===== config.mk =====
export PLATFORM = sky130hd
export DESIGN_NAME = emc_port_cfg
export DESIGN_NICKNAME = d
export VERILOG_FILES = /design/src/emc_port_cfg.v
export VERILOG_INCLUDE_DIRS = /design/src
export SDC_FILE = /design/constraint.sdc
export NUM_CORES = 1
export LEC_CHECK = 0
export BUFFER_PORTS_ARGS = -buffer_cell sky130_fd_sc_hd__buf_2
export CORE_MARGIN = 4
export CORE_UTILIZATION = 50
export DETAILED_ROUTE_END_ITERATION = 16
export PLACE_DENSITY = 0.81
export SYNTH_ARGS = -nofsm -noshare
export SYNTH_HDL_FRONTEND = slang
export SYNTH_SLANG_ARGS = --single-unit

===== constraint.sdc =====
create_clock -name pclk -period 3.1 [get_ports pclk]
set_input_delay 0.31 -clock pclk [delete_from_list [all_inputs] [get_ports pclk]]
set_output_delay 0.31 -clock pclk [all_outputs]
set_load 0.02 [all_outputs]

===== src/emc_regs.vh =====
`ifndef EMC_REGS_VH
`define EMC_REGS_VH

// Register indices as printed in the special-function space.
`define EMC_PAGE_IDX        8'haa
`define EMC_CFG_IDX         8'hab

// APB byte addresses are four times the index.
`define EMC_PAGE_ADDR       12'h2a8
`define EMC_CFG_ADDR        12'h2ac
`define EMC_ADDR_W          12

// Reset values.
`define EMC_PAGE_RST        8'h00
`define EMC_CFG_RST         8'h03

// Configuration field positions.
`define EMC_CFG_DEMUX_BIT   4
`define EMC_CFG_MODE_HI     3
`define EMC_CFG_MODE_LO     2
`define EMC_CFG_ALE_HI      1
`define EMC_CFG_ALE_LO      0

// Only bits 4:0 of the configuration register are stored.
`define EMC_CFG_WMASK       8'h1f

// Memory mode encodings.
`define EMC_MODE_INTERNAL   2'h0
`define EMC_MODE_SPLIT_PORT 2'h1
`define EMC_MODE_SPLIT_PAGE 2'h2
`define EMC_MODE_EXTERNAL   2'h3

// Default on-chip data space size in bytes.
`define EMC_ONCHIP_BYTES    17'h01000

// Default strobe width in system clock cycles.
`define EMC_STROBE_CYC      4'h4

// Cycles from a pin change to its synchronised copy.
`define EMC_SYNC_DEPTH      2

`endif


===== src/emc_port_cfg.v =====
`timescale 1ns/1ps
`include "emc_regs.vh"
module emc_port_cfg #(
  parameter [16:0] ONCHIP_BYTES = `EMC_ONCHIP_BYTES,
  parameter [3:0]  STROBE_CYC   = `EMC_STROBE_CYC
) (
  input  wire        pclk,
  input  wire        presetn,
  input  wire        clk_en,
  input  wire        psel,
  input  wire        penable,
  input  wire        pwrite,
  input  wire [11:0] paddr,
  input  wire [31:0] pwdata,
  output wire        pready,
  output reg  [31:0] prdata,
  output wire        pslverr,
  input  wire        external_move_instruction_req,
  input  wire        external_move_instruction_write,
  input  wire        external_move_instruction_short,
  input  wire [15:0] external_move_instruction_addr,
  input  wire [7:0]  external_move_instruction_wdata,
  input  wire [7:0]  addr_hi_latch,
  output wire        external_move_instruction_busy,
  output reg         external_move_instruction_done,
  output reg  [7:0]  external_move_instruction_rdata,
  output reg         onchip_sel,
  output reg  [15:0] onchip_addr,
  output reg         pins_owned,
  output reg  [7:0]  addr_hi_out,
  output reg         addr_hi_oe,
  output reg  [7:0]  addr_lo_out,
  output reg         addr_lo_oe,
  input  wire [7:0]  data_in,
  output reg  [7:0]  data_out,
  output reg         data_oe,
  output reg         ale_out,
  output reg         rd_n_out,
  output reg         wr_n_out,
  output reg         strobe_oe
);

  localparam [5:0] S_IDLE  = 6'h01;
  localparam [5:0] S_ALEH  = 6'h02;
  localparam [5:0] S_ALEL  = 6'h04;
  localparam [5:0] S_STRB  = 6'h08;
  localparam [5:0] S_DONE  = 6'h10;
  localparam [5:0] S_LOCAL = 6'h20;

  // Only the low five bits of the reset value have storage behind them.
  localparam [7:0] CFG_RST_STORED = `EMC_CFG_RST & `EMC_CFG_WMASK;

  reg  [7:0]  page_q;
  reg  [4:0]  cfg_q;
  reg  [5:0]  state_q;
  reg  [5:0]  state_d;
  reg  [3:0]  cnt_q;
  reg  [3:0]  cnt_d;
  reg  [15:0] eaddr_q;
  reg         wr_q;
  reg  [7:0]  wdata_q;
  reg  [7:0]  din_meta_q;
  reg  [7:0]  din_sync_q;

  wire        acc_setup;
  wire        acc_done;
  wire        hit_page;
  wire        hit_cfg;
  wire [7:0]  cfg_read;
  wire        demux;
  wire [1:0]  mode;
  wire [3:0]  ale_cyc;
  wire [7:0]  hi_byte;
  wire [15:0] eaddr;
  wire [16:0] eaddr_ext;
  reg         offchip;
  wire        start;

  // APB slave: registers answer with no wait state.
  assign pready    = 1'b1;
  assign acc_setup = psel & ~penable;
  assign acc_done  = psel & penable;
  assign hit_page  = (paddr == `EMC_PAGE_ADDR);
  assign hit_cfg   = (paddr == `EMC_CFG_ADDR);
  // An unmapped address answers with an error, and its write falls away.
  assign pslverr   = acc_done & ~hit_page & ~hit_cfg;

  // Bits 7:5 are not stored, so they always read as zero.
  assign cfg_read = {3'h0, cfg_q};

  always @(posedge pclk or negedge presetn)
  begin
    if (!presetn)
    begin
      page_q <= `EMC_PAGE_RST;
      cfg_q  <= CFG_RST_STORED[4:0];
      prdata <= 32'h0000_0000;
    end
    else if (clk_en)
    begin
      // Read data is loaded in the setup cycle only when clk_en is high; no wait state is inserted when it is low.
      if (acc_setup)
      begin
        if (hit_page)
          prdata <= {24'h00_0000, page_q};
        else if (hit_cfg)
          prdata <= {24'h00_0000, cfg_read};
        else
          prdata <= 32'h0000_0000;
      end
      if (acc_done && pwrite)
      begin
        if (hit_page)
          page_q <= pwdata[7:0];
        if (hit_cfg)
          cfg_q <= pwdata[4:0];
      end
    end
  end

  assign demux   = cfg_q[`EMC_CFG_DEMUX_BIT];
  assign mode    = cfg_q[`EMC_CFG_MODE_HI:`EMC_CFG_MODE_LO];
  assign ale_cyc = {2'h0, cfg_q[`EMC_CFG_ALE_HI:`EMC_CFG_ALE_LO]} + 4'h1;

  // Short moves take the upper byte from the page register, or in split mode
  // without bank select from the address-high port latches.
  assign hi_byte = (mode == `EMC_MODE_SPLIT_PORT) ? addr_hi_latch : page_q;
  assign eaddr   = external_move_instruction_short ? {hi_byte, external_move_instruction_addr[7:0]} : external_move_instruction_addr;
  assign eaddr_ext = {1'b0, eaddr};

  always @*
  begin
    // In the split modes the boundary address itself is the first off-chip one.
    case (mode)
      `EMC_MODE_INTERNAL: offchip = 1'b0;
      `EMC_MODE_EXTERNAL: offchip = 1'b1;
      default:            offchip = (eaddr_ext >= ONCHIP_BYTES);
    endcase
  end

  assign start     = external_move_instruction_req & state_q[0];
  // The core must hold a request while busy; nothing here queues it.
  assign external_move_instruction_busy = ~state_q[0];

  // Next-state logic. Strobe must outlast the input synchroniser so that read
  // data sampled at its end is the value present while the strobe was low.
  always @*
  begin
    state_d = state_q;
    cnt_d   = cnt_q;
    case (state_q)
      S_IDLE:
      begin
        if (start)
        begin
          if (!offchip)
            state_d = S_LOCAL;
          else if (!demux)
          begin
            state_d = S_ALEH;
            cnt_d   = ale_cyc - 4'h1;
          end
          else
          begin
            state_d = S_STRB;
            cnt_d   = STROBE_CYC - 4'h1;
          end
        end
      end
      S_ALEH:
      begin
        if (cnt_q == 4'h0)
        begin
          state_d = S_ALEL;
          cnt_d   = ale_cyc - 4'h1;
        end
        else
          cnt_d = cnt_q - 4'h1;
      end
      S_ALEL:
      begin
        if (cnt_q == 4'h0)
        begin
          state_d = S_STRB;
          cnt_d   = STROBE_CYC - 4'h1;
        end
        else
          cnt_d = cnt_q - 4'h1;
      end
      S_STRB:
      begin
        if (cnt_q == 4'h0)
          state_d = S_DONE;
        else
          cnt_d = cnt_q - 4'h1;
      end
      S_DONE:
        state_d = S_IDLE;
      S_LOCAL:
        state_d = S_IDLE;
      default:
        state_d = S_IDLE;
    endcase
  end

  always @(posedge pclk or negedge presetn)
  begin
    if (!presetn)
    begin
      state_q    <= S_IDLE;
      cnt_q      <= 4'h0;
      eaddr_q    <= 16'h0000;
      wr_q       <= 1'b0;
      wdata_q    <= 8'h00;
      din_meta_q <= 8'h00;
      din_sync_q <= 8'h00;
    end
    else if (clk_en)
    begin
      state_q    <= state_d;
      cnt_q      <= cnt_d;
      // The synchroniser freezes with the rest, so a read paused by a low clock
      // enable still samples data from inside its own strobe.
      din_meta_q <= data_in;
      din_sync_q <= din_meta_q;
      if (start)
      begin
        eaddr_q <= eaddr;
        wr_q    <= external_move_instruction_write;
        wdata_q <= external_move_instruction_wdata;
      end
    end
  end

  // Pin drive and completion outputs, all registered.
  always @(posedge pclk or negedge presetn)
  begin
    if (!presetn)
    begin
      pins_owned  <= 1'b0;
      addr_hi_out <= 8'h00;
      addr_hi_oe  <= 1'b0;
      addr_lo_out <= 8'h00;
      addr_lo_oe  <= 1'b0;
      data_out    <= 8'h00;
      data_oe     <= 1'b0;
      ale_out     <= 1'b0;
      rd_n_out    <= 1'b1;
      wr_n_out    <= 1'b1;
      strobe_oe   <= 1'b0;
      external_move_instruction_done   <= 1'b0;
      external_move_instruction_rdata  <= 8'h00;
      onchip_sel  <= 1'b0;
      onchip_addr <= 16'h0000;
    end
    else if (clk_en)
    begin
      external_move_instruction_done  <= 1'b0;
      onchip_sel <= 1'b0;
      case (state_d)
        S_ALEH:
        begin
          pins_owned  <= 1'b1;
          strobe_oe   <= 1'b1;
          addr_hi_oe  <= 1'b1;
          addr_hi_out <= start ? eaddr[15:8] : eaddr_q[15:8];
          ale_out     <= 1'b1;
          data_out    <= start ? eaddr[7:0] : eaddr_q[7:0];
          data_oe     <= 1'b1;
        end
        S_ALEL:
        begin
          ale_out <= 1'b0;
          data_oe <= 1'b0;
        end
        S_STRB:
        begin
          pins_owned  <= 1'b1;
          strobe_oe   <= 1'b1;
          addr_hi_oe  <= 1'b1;
          addr_hi_out <= start ? eaddr[15:8] : eaddr_q[15:8];
          addr_lo_oe  <= demux;
          addr_lo_out <= start ? eaddr[7:0] : eaddr_q[7:0];
          rd_n_out    <= start ? external_move_instruction_write : wr_q;
          wr_n_out    <= start ? ~external_move_instruction_write : ~wr_q;
          data_out    <= start ? external_move_instruction_wdata : wdata_q;
          data_oe     <= start ? external_move_instruction_write : wr_q;
        end
        S_DONE:
        begin
          rd_n_out   <= 1'b1;
          wr_n_out   <= 1'b1;
          data_oe    <= 1'b0;
          external_move_instruction_done  <= 1'b1;
          // The synchronised byte left the pins two enabled cycles ago, while the
          // read strobe was still low.
          if (!wr_q)
            external_move_instruction_rdata <= din_sync_q;
        end
        S_LOCAL:
        begin
          // Internal-only mode aliases every address into on-chip space.
          onchip_sel  <= 1'b1;
          onchip_addr <= eaddr & (ONCHIP_BYTES[15:0] - 16'h0001);
          external_move_instruction_done   <= 1'b1;
        end
        default:
        begin
          // Releasing every enable hands the pins back to the port logic.
          pins_owned <= 1'b0;
          addr_hi_oe <= 1'b0;
          addr_lo_oe <= 1'b0;
          data_oe    <= 1'b0;
          strobe_oe  <= 1'b0;
          ale_out    <= 1'b0;
          rd_n_out   <= 1'b1;
          wr_n_out   <= 1'b1;
        end
      endcase
    end
  end

  // Drive type of each pin stays with the port output-mode logic; this block
  // offers only levels and enables.

endmodule


==> metrics.yaml, run 1 <==
outcome:
  status: "finished, final reports clean"
synthesis:
  yosys.area.top_type_share_pct: 49.7
  synth_top_area_cell: "dfrtp_1"
  synth-main-ff-cell: "dfrtp_1"
  synth-simple-area-share_pct: 10.7
  yosys_warnings: 0
  ys_seq_area_share_pct: 51.9
  synth_top_family_by_area: "multiplexers"
  synthAdderAreaFrac_pct: 0.836
  yosysMostFrequentCell: "dfrtp_1"
  synth_common_cells: "dfrtp_1 (119), mux2_2 (65), o21ai_0 (48), nand2_1 (38), buf_4 (33)"
  synth_area_leaders: "dfrtp_1 (50%), mux2_2 (12%), mux2i_1 (4.3%)"
  synthMuxAreaShare_pct: 17.9
  ys_seq_elements: 124
  synth_cells: 522
  avgSynthCellArea_um2: 11.5
  synth_edf_count: 0
  synth-xor-area-share_pct: 0
  synth_area_um2: 5990
  synthArstFlopShare_pct: 100
  synth_compound_area_share_pct: 11.9
  synth.distinct_cells: 55
die:
  io_pins: 186
  dieArea_um2: 13800
  die_w_um: 117
  rows: 39
  initial_utilization_pct: 51.8
  die_h_um: 117
  fp.coreArea_um2: 11600
grt:
  grt_overflow_total: 0
  grt_usage_pct: 20.6
  grt_antenna_before_repair: 0
  grt_pass1_vias: 4609
  grt_max_degree: 53
  grt_pass1_wl_mm: 22.7
power_and_ir_drop:
  switchingPower_uw: 2120
  power_density_nw_per_um2: 867
  switching_share_pct: 33.4
  seq_power_share_pct: 37.1
  intPower_uw: 4240
  peakVddDrop_uv: 442
  clkPwrFrac_pct: 32.6
  combPwrFrac_pct: 30.3
  p_leak_uw: 0.00355
cts:
  post-cts-setup-buffer-count: 0
  clk_pin_slew_worst_paths_ps: 60
  cts.sinks: 124
  cts_tree: "yes"
  cts_inserted_buffers: 17
  cts_root_buf: "clkbuf_16"
  ctsResizeCount: 0
  clockBufferDepth: 2
  worst_skew_pair.late_latency_ps: 420
  h-tree-depth: 4
cells_and_area:
  multi_input_area_um2: 2580
  fillCellCount: 915
  diodes: 0
  drive_gt1_share_pct: 39.3
  nNetsFinal: 759
  seq_area_um2: 3110
  area_delta_synth_final_pct: 22.5
sta:
  max_freq_ghz: 0.345
  setup_violations: 0
  rsz0062_at_grt: "no"
  fin_crit_sh_pct: 93.4
  clock_skew_ps: 5.58
  finalMaxSlewViolations: 0
  slew_headroom_pct: 39.7
  period_minus_slack_ps: 2900
  hold_ws_ps: 123
  hold_violations: 0
  fin_tns_setup_ps: 0
  tightest_slew_ps: 905
placed_design:
  io_buffers: 132
  hpwl_mm: 9.99
  place_congestion: 0.937
min_path:
  hold_depth: 2
  hold_path_class: "input port to register"
  min_from: "data_in[5]"
  holdPathEnd: "din_meta_q[5]"
detailed_routing:
  drtAntennaViolNets: 0
  wl_per_cell_um: 16.9
  route.final.wire_length_mm: 13.8
  first_pass_iters: 4
  first_iter_violations: 371
  drc: 0
  vias: 4401
  avgViaCountPerCell: 5.38
critical_path:
  endpoint_kind: "register"
  crit_start: "cfg_q[3]"
  ff2ff_setup_slack_ps: 200
  reg2reg_depth: 7
  start_kind: "register"
  r2r-start: "cfg_q[3]"
  r2r-end: "addr_hi_out[2]"
  path_class: "register to register"
  cp.required_ps: 3400
  crit_fanout: 16
  worstPathArrival_ps: 3190
run:
  cap_violations: 0
cell families after synthesis:
| kind of cell | after synthesis |
|---|---|
| AO/OA/AOI/OAI | 105 |
| multiplexers | 98 |
| AND/OR/NAND/NOR | 122 |
| other | 2 |
| flip-flops | 124 |
| adder cells (fa/ha/maj) | 4 |
| buffers and inverters | 67 |
worst max-delay path by stage:
stage / to
finish: addr_hi_out[2]
global placement: addr_hi_out[3]
floorplan: onchip_addr[3]
global route: addr_hi_out[2]
CTS: addr_hi_out[2]
detailed placement: addr_hi_out[2]
critical path, stage by stage (launching register included):
cell	delay (ps)
dfrtp_1	400
inv_1	90
ha_1	430
mux2i_1	210
a41oi_2	330
o311ai_1	160
a21oi_2	720
mux2_2	420
layer usage:
layer,global-route usage (%),part of all wire [%],vias to the layer above
met5,0,0,-
met4,9.60,2.8,0
met3,6.26,6.9,38
met2,33.6,49,161
met1,25.0,41,2127
li1,-,-,2075
cell type report:
| cell class | count | area share, % |
|---|---|---|
| repair buffers | 146 | 10.7 |
| inverters | 15 | 0.768 |
| clock buffers | 18 | 5.85 |
| multi-input cells | 358 | 35.2 |
| well taps | 143 | 2.44 |
| clock inverters | 14 | 2.68 |
| flip-flops and latches | 124 | 42.4 |
placed cells by master, fill, tap and decap left out, types with 6 or more instances in the layout:
master	Yosys	routed
a211oi_2	8	8
a21oi_1	13	13
buf_2	5	131
buf_4	33	13
clkbuf_16	0	17
clkinvlp_4	0	6
conb_1	2	29
dfrtp_1	119	119
inv_1	15	15
mux2_1	7	7
mux2_2	65	65
mux2i_1	26	26
nand2_1	38	38
nand2b_1	15	15
nor2_1	21	21
nor3_1	7	7
o21ai_0	48	48
or3_1	9	9
state kept, by name, indices dropped and copies added, names as in the netlist, 4 cells and up:
name,flops
cnt_q,4
cfg_q,5
page_q,8
wdata_q,8
state_q,6
data_out,8
addr_lo_out,8
din_sync_q,8
onchip_addr,12
din_meta_q,8
addr_hi_out,8
external_move_instruction_rdata,8
eaddr_q,16
prdata,8
power groups by stage:
stage	registers, uW	clock network, uW	logic (uW)
after floorplan	2600	0	1130
after global placement	2350	0	1860
after detailed placement	2390	0	1930
after CTS	2360	2110	1940
after global routing	2420	2180	2110
final	2360	2070	1930
metrics by stage:
step	instances	setup slack (ps)	total power, uW	utilization, %	instance area, um^2
finish	818	203	6360	63.4	7340
global route	818	8.50	6720	63.4	7340
CTS	818	175	6420	63.4	7340
detailed placement	785	240	4310	57.9	6700
global placement	785	291	4210	57.9	6700
floorplan	549	705	3730	-	6090
repair_timing:
action | 4_1_cts | 5_1_grt
hold buffers | 1 | 0
hold endpoints to repair | 46 | 0
setup endpoints to repair | 0 | 0
Note: power is estimated with default switching activity, not from simulation.
==> run 2: changes to the inputs <==
- BUFFER_PORTS_ARGS: -buffer_cell sky130_fd_sc_hd__buf_2 -> -buffer_cell sky130_fd_sc_hd__buf_4
- CORE_ASPECT_RATIO: not set -> 1.2
- PLACE_DENSITY: 0.81 -> 0.79
==> run 2 against run 1 <==
  * Wire length increased by 1.0%
  * Non-clock buffer count is 3 lower
  * Flip-flop and latch count is the same
  * Register-to-register slack better by 30 ps
  * Utilization is 2.6 points higher
  * Worst hold slack lost 110 ps
  * Clock power up 5%
  * Global-route usage up 0.38 points
  * Largest cell class unchanged
==> metrics.yaml, run 2 (same netlist as run 1, synthesis figures left out) <==
power_and_ir_drop:
  p_leak_uw: 0.00364
  power_density_nw_per_um2: 862
  peakVddDrop_uv: 420
  total_power_uw: 6620
grt:
  grt_overflow_total: 0
  grt_max_degree: 68
  grt_usage_pct: 21.0
  grt_antenna_before_repair: 0
  grt_pass1_wl_mm: 22.9
  grt_pass1_vias: 4668
critical_path:
  worstPathArrival_ps: 3160
  cp.required_ps: 3380
  r2r-start: "cfg_q[3]"
  endpoint_kind: "register"
  reg2reg_depth: 8
  start_kind: "register"
  slowest_stage: "a21oi_2"
  crit_fanout: 16
  path_cells: "inv_1 > ha_1 > buf_4 > mux2i_1 > a21oi_2 > o311ai_1 > a21oi_2 > mux2_2"
  ff2ff_setup_slack_ps: 230
  cp_slowest_stage_delay_ps: 740
  path_common_cell: "a21oi_2"
  r2r-end: "addr_hi_out[2]"
  path_class: "register to register"
detailed_routing:
  first_pass_iters: 4
  first_iter_violations: 305
  vias: 4420
  route.final.wire_length_mm: 14.0
  avgViaCountPerCell: 5.33
  drc: 0
  wl_per_cell_um: 16.9
  drtAntennaViolNets: 0
die:
  die_w_um: 108
  rows: 43
  fp.coreArea_um2: 11600
  die_h_um: 128
  io_pins: 186
  initial_utilization_pct: 51.5
  dieArea_um2: 13800
placed_design:
  hpwl_mm: 10.1
  io_buffers: 132
  place_congestion: 0.887
  placedInstanceArea_um2: 7020
cts:
  clk_pin_slew_worst_paths_ps: 60
  cts.sinks: 124
  cts.hold.buffers_added: 0
  cts_root_buf: "clkbuf_16"
  post-cts-setup-buffer-count: 0
  h-tree-depth: 4
  ctsResizeCount: 0
  clockBufferDepth: 2
  worst_skew_pair.late_latency_ps: 400
  cts_inserted_buffers: 17
  cts_tree: "yes"
cells_and_area:
  diodes: 0
  layout_commonest_cell: "buf_4"
  nNetsFinal: 756
  largest-register: "eaddr_q"
  drive_gt1_share_pct: 39.3
  post-route-cell-area_um2: 7670
  fillCellCount: 912
  layout_common_cells: "buf_4 (143), dfrtp_1 (119), mux2_2 (65)"
  largest_register_ffs: 16
  area_delta_synth_final_pct: 28.2
  top_regs: "eaddr_q x16, onchip_addr x12"
  postLayoutCoreUtil_pct: 66.0
sta:
  period_minus_slack_ps: 2870
  fin_crit_sh_pct: 92.6
  hold_violations: 0
  finalMaxSlewViolations: 0
  clock_skew_ps: 8.77
  setup_violations: 0
  max_freq_ghz: 0.348
  slew_headroom_pct: 37.8
  tightest_slew_ps: 934
  fin_tns_setup_ps: 0
  rsz0062_at_grt: "no"
outcome:
  status: "finished, final reports clean"
min_path:
  hold_path_class: "input port to async pin"
run:
  cap_violations: 0
run 2: final cells by class:
cell class	count	area (um^2)	area share, %
inverter	15	56.3	0.734
tap	157	196	2.56
multi-input combinational	358	2580	33.6
sequential	124	3110	40.5
clock inverter	14	218	2.84
timing repair buffer	143	1070	14.0
clock buffer	18	439	5.72
run 2: layer usage:
| layer | track usage (%) | vias up | part of all wire, % |
|---|---|---|---|
| met5 | 0 | - | 0 |
| met4 | 7.43 | 0 | 1.9 |
| met3 | 4.28 | 25 | 5.7 |
| met2 | 38.0 | 153 | 55 |
| met1 | 24.3 | 2173 | 37 |
| li1 | - | 2069 | - |
run 2: critical path, delay by kind of cell (launching register included):
kind	cells	cell delay, ps
DFF	1	410
AOI/OAI and AO/OA	3	1250
adders and majority gates	1	280
buffers and inverters	2	300
muxes	2	510
run 2: worst max path at each step:
stage	from	endpoint	slack (ps)	cells past startpoint
floorplan	cfg_q[3]	onchip_addr[3]	700	9
CTS	cfg_q[3]	addr_hi_out[1]	170	8
finish	cfg_q[3]	addr_hi_out[2]	230	8
global route	cfg_q[3]	addr_hi_out[1]	10	8
global placement	cfg_q[3]	addr_hi_out[3]	350	8
detailed placement	cfg_q[3]	addr_hi_out[1]	230	8
run 2: power breakdown:
part	total [uW]	switching [uW]	internal, uW
logic	2080	1130	953
clock network	2170	721	1450
registers	2360	276	2090
run 2: stage by stage:
stage | instances | hold WS [ps] | setup slack, ps
after floorplan | 549 | 14.4 | 705
after global placement | 797 | 451 | 349
after detailed placement | 797 | 462 | 232
after CTS | 829 | 34.5 | 173
after global routing | 829 | 70.3 | 14.9
final | 829 | 8.18 | 229
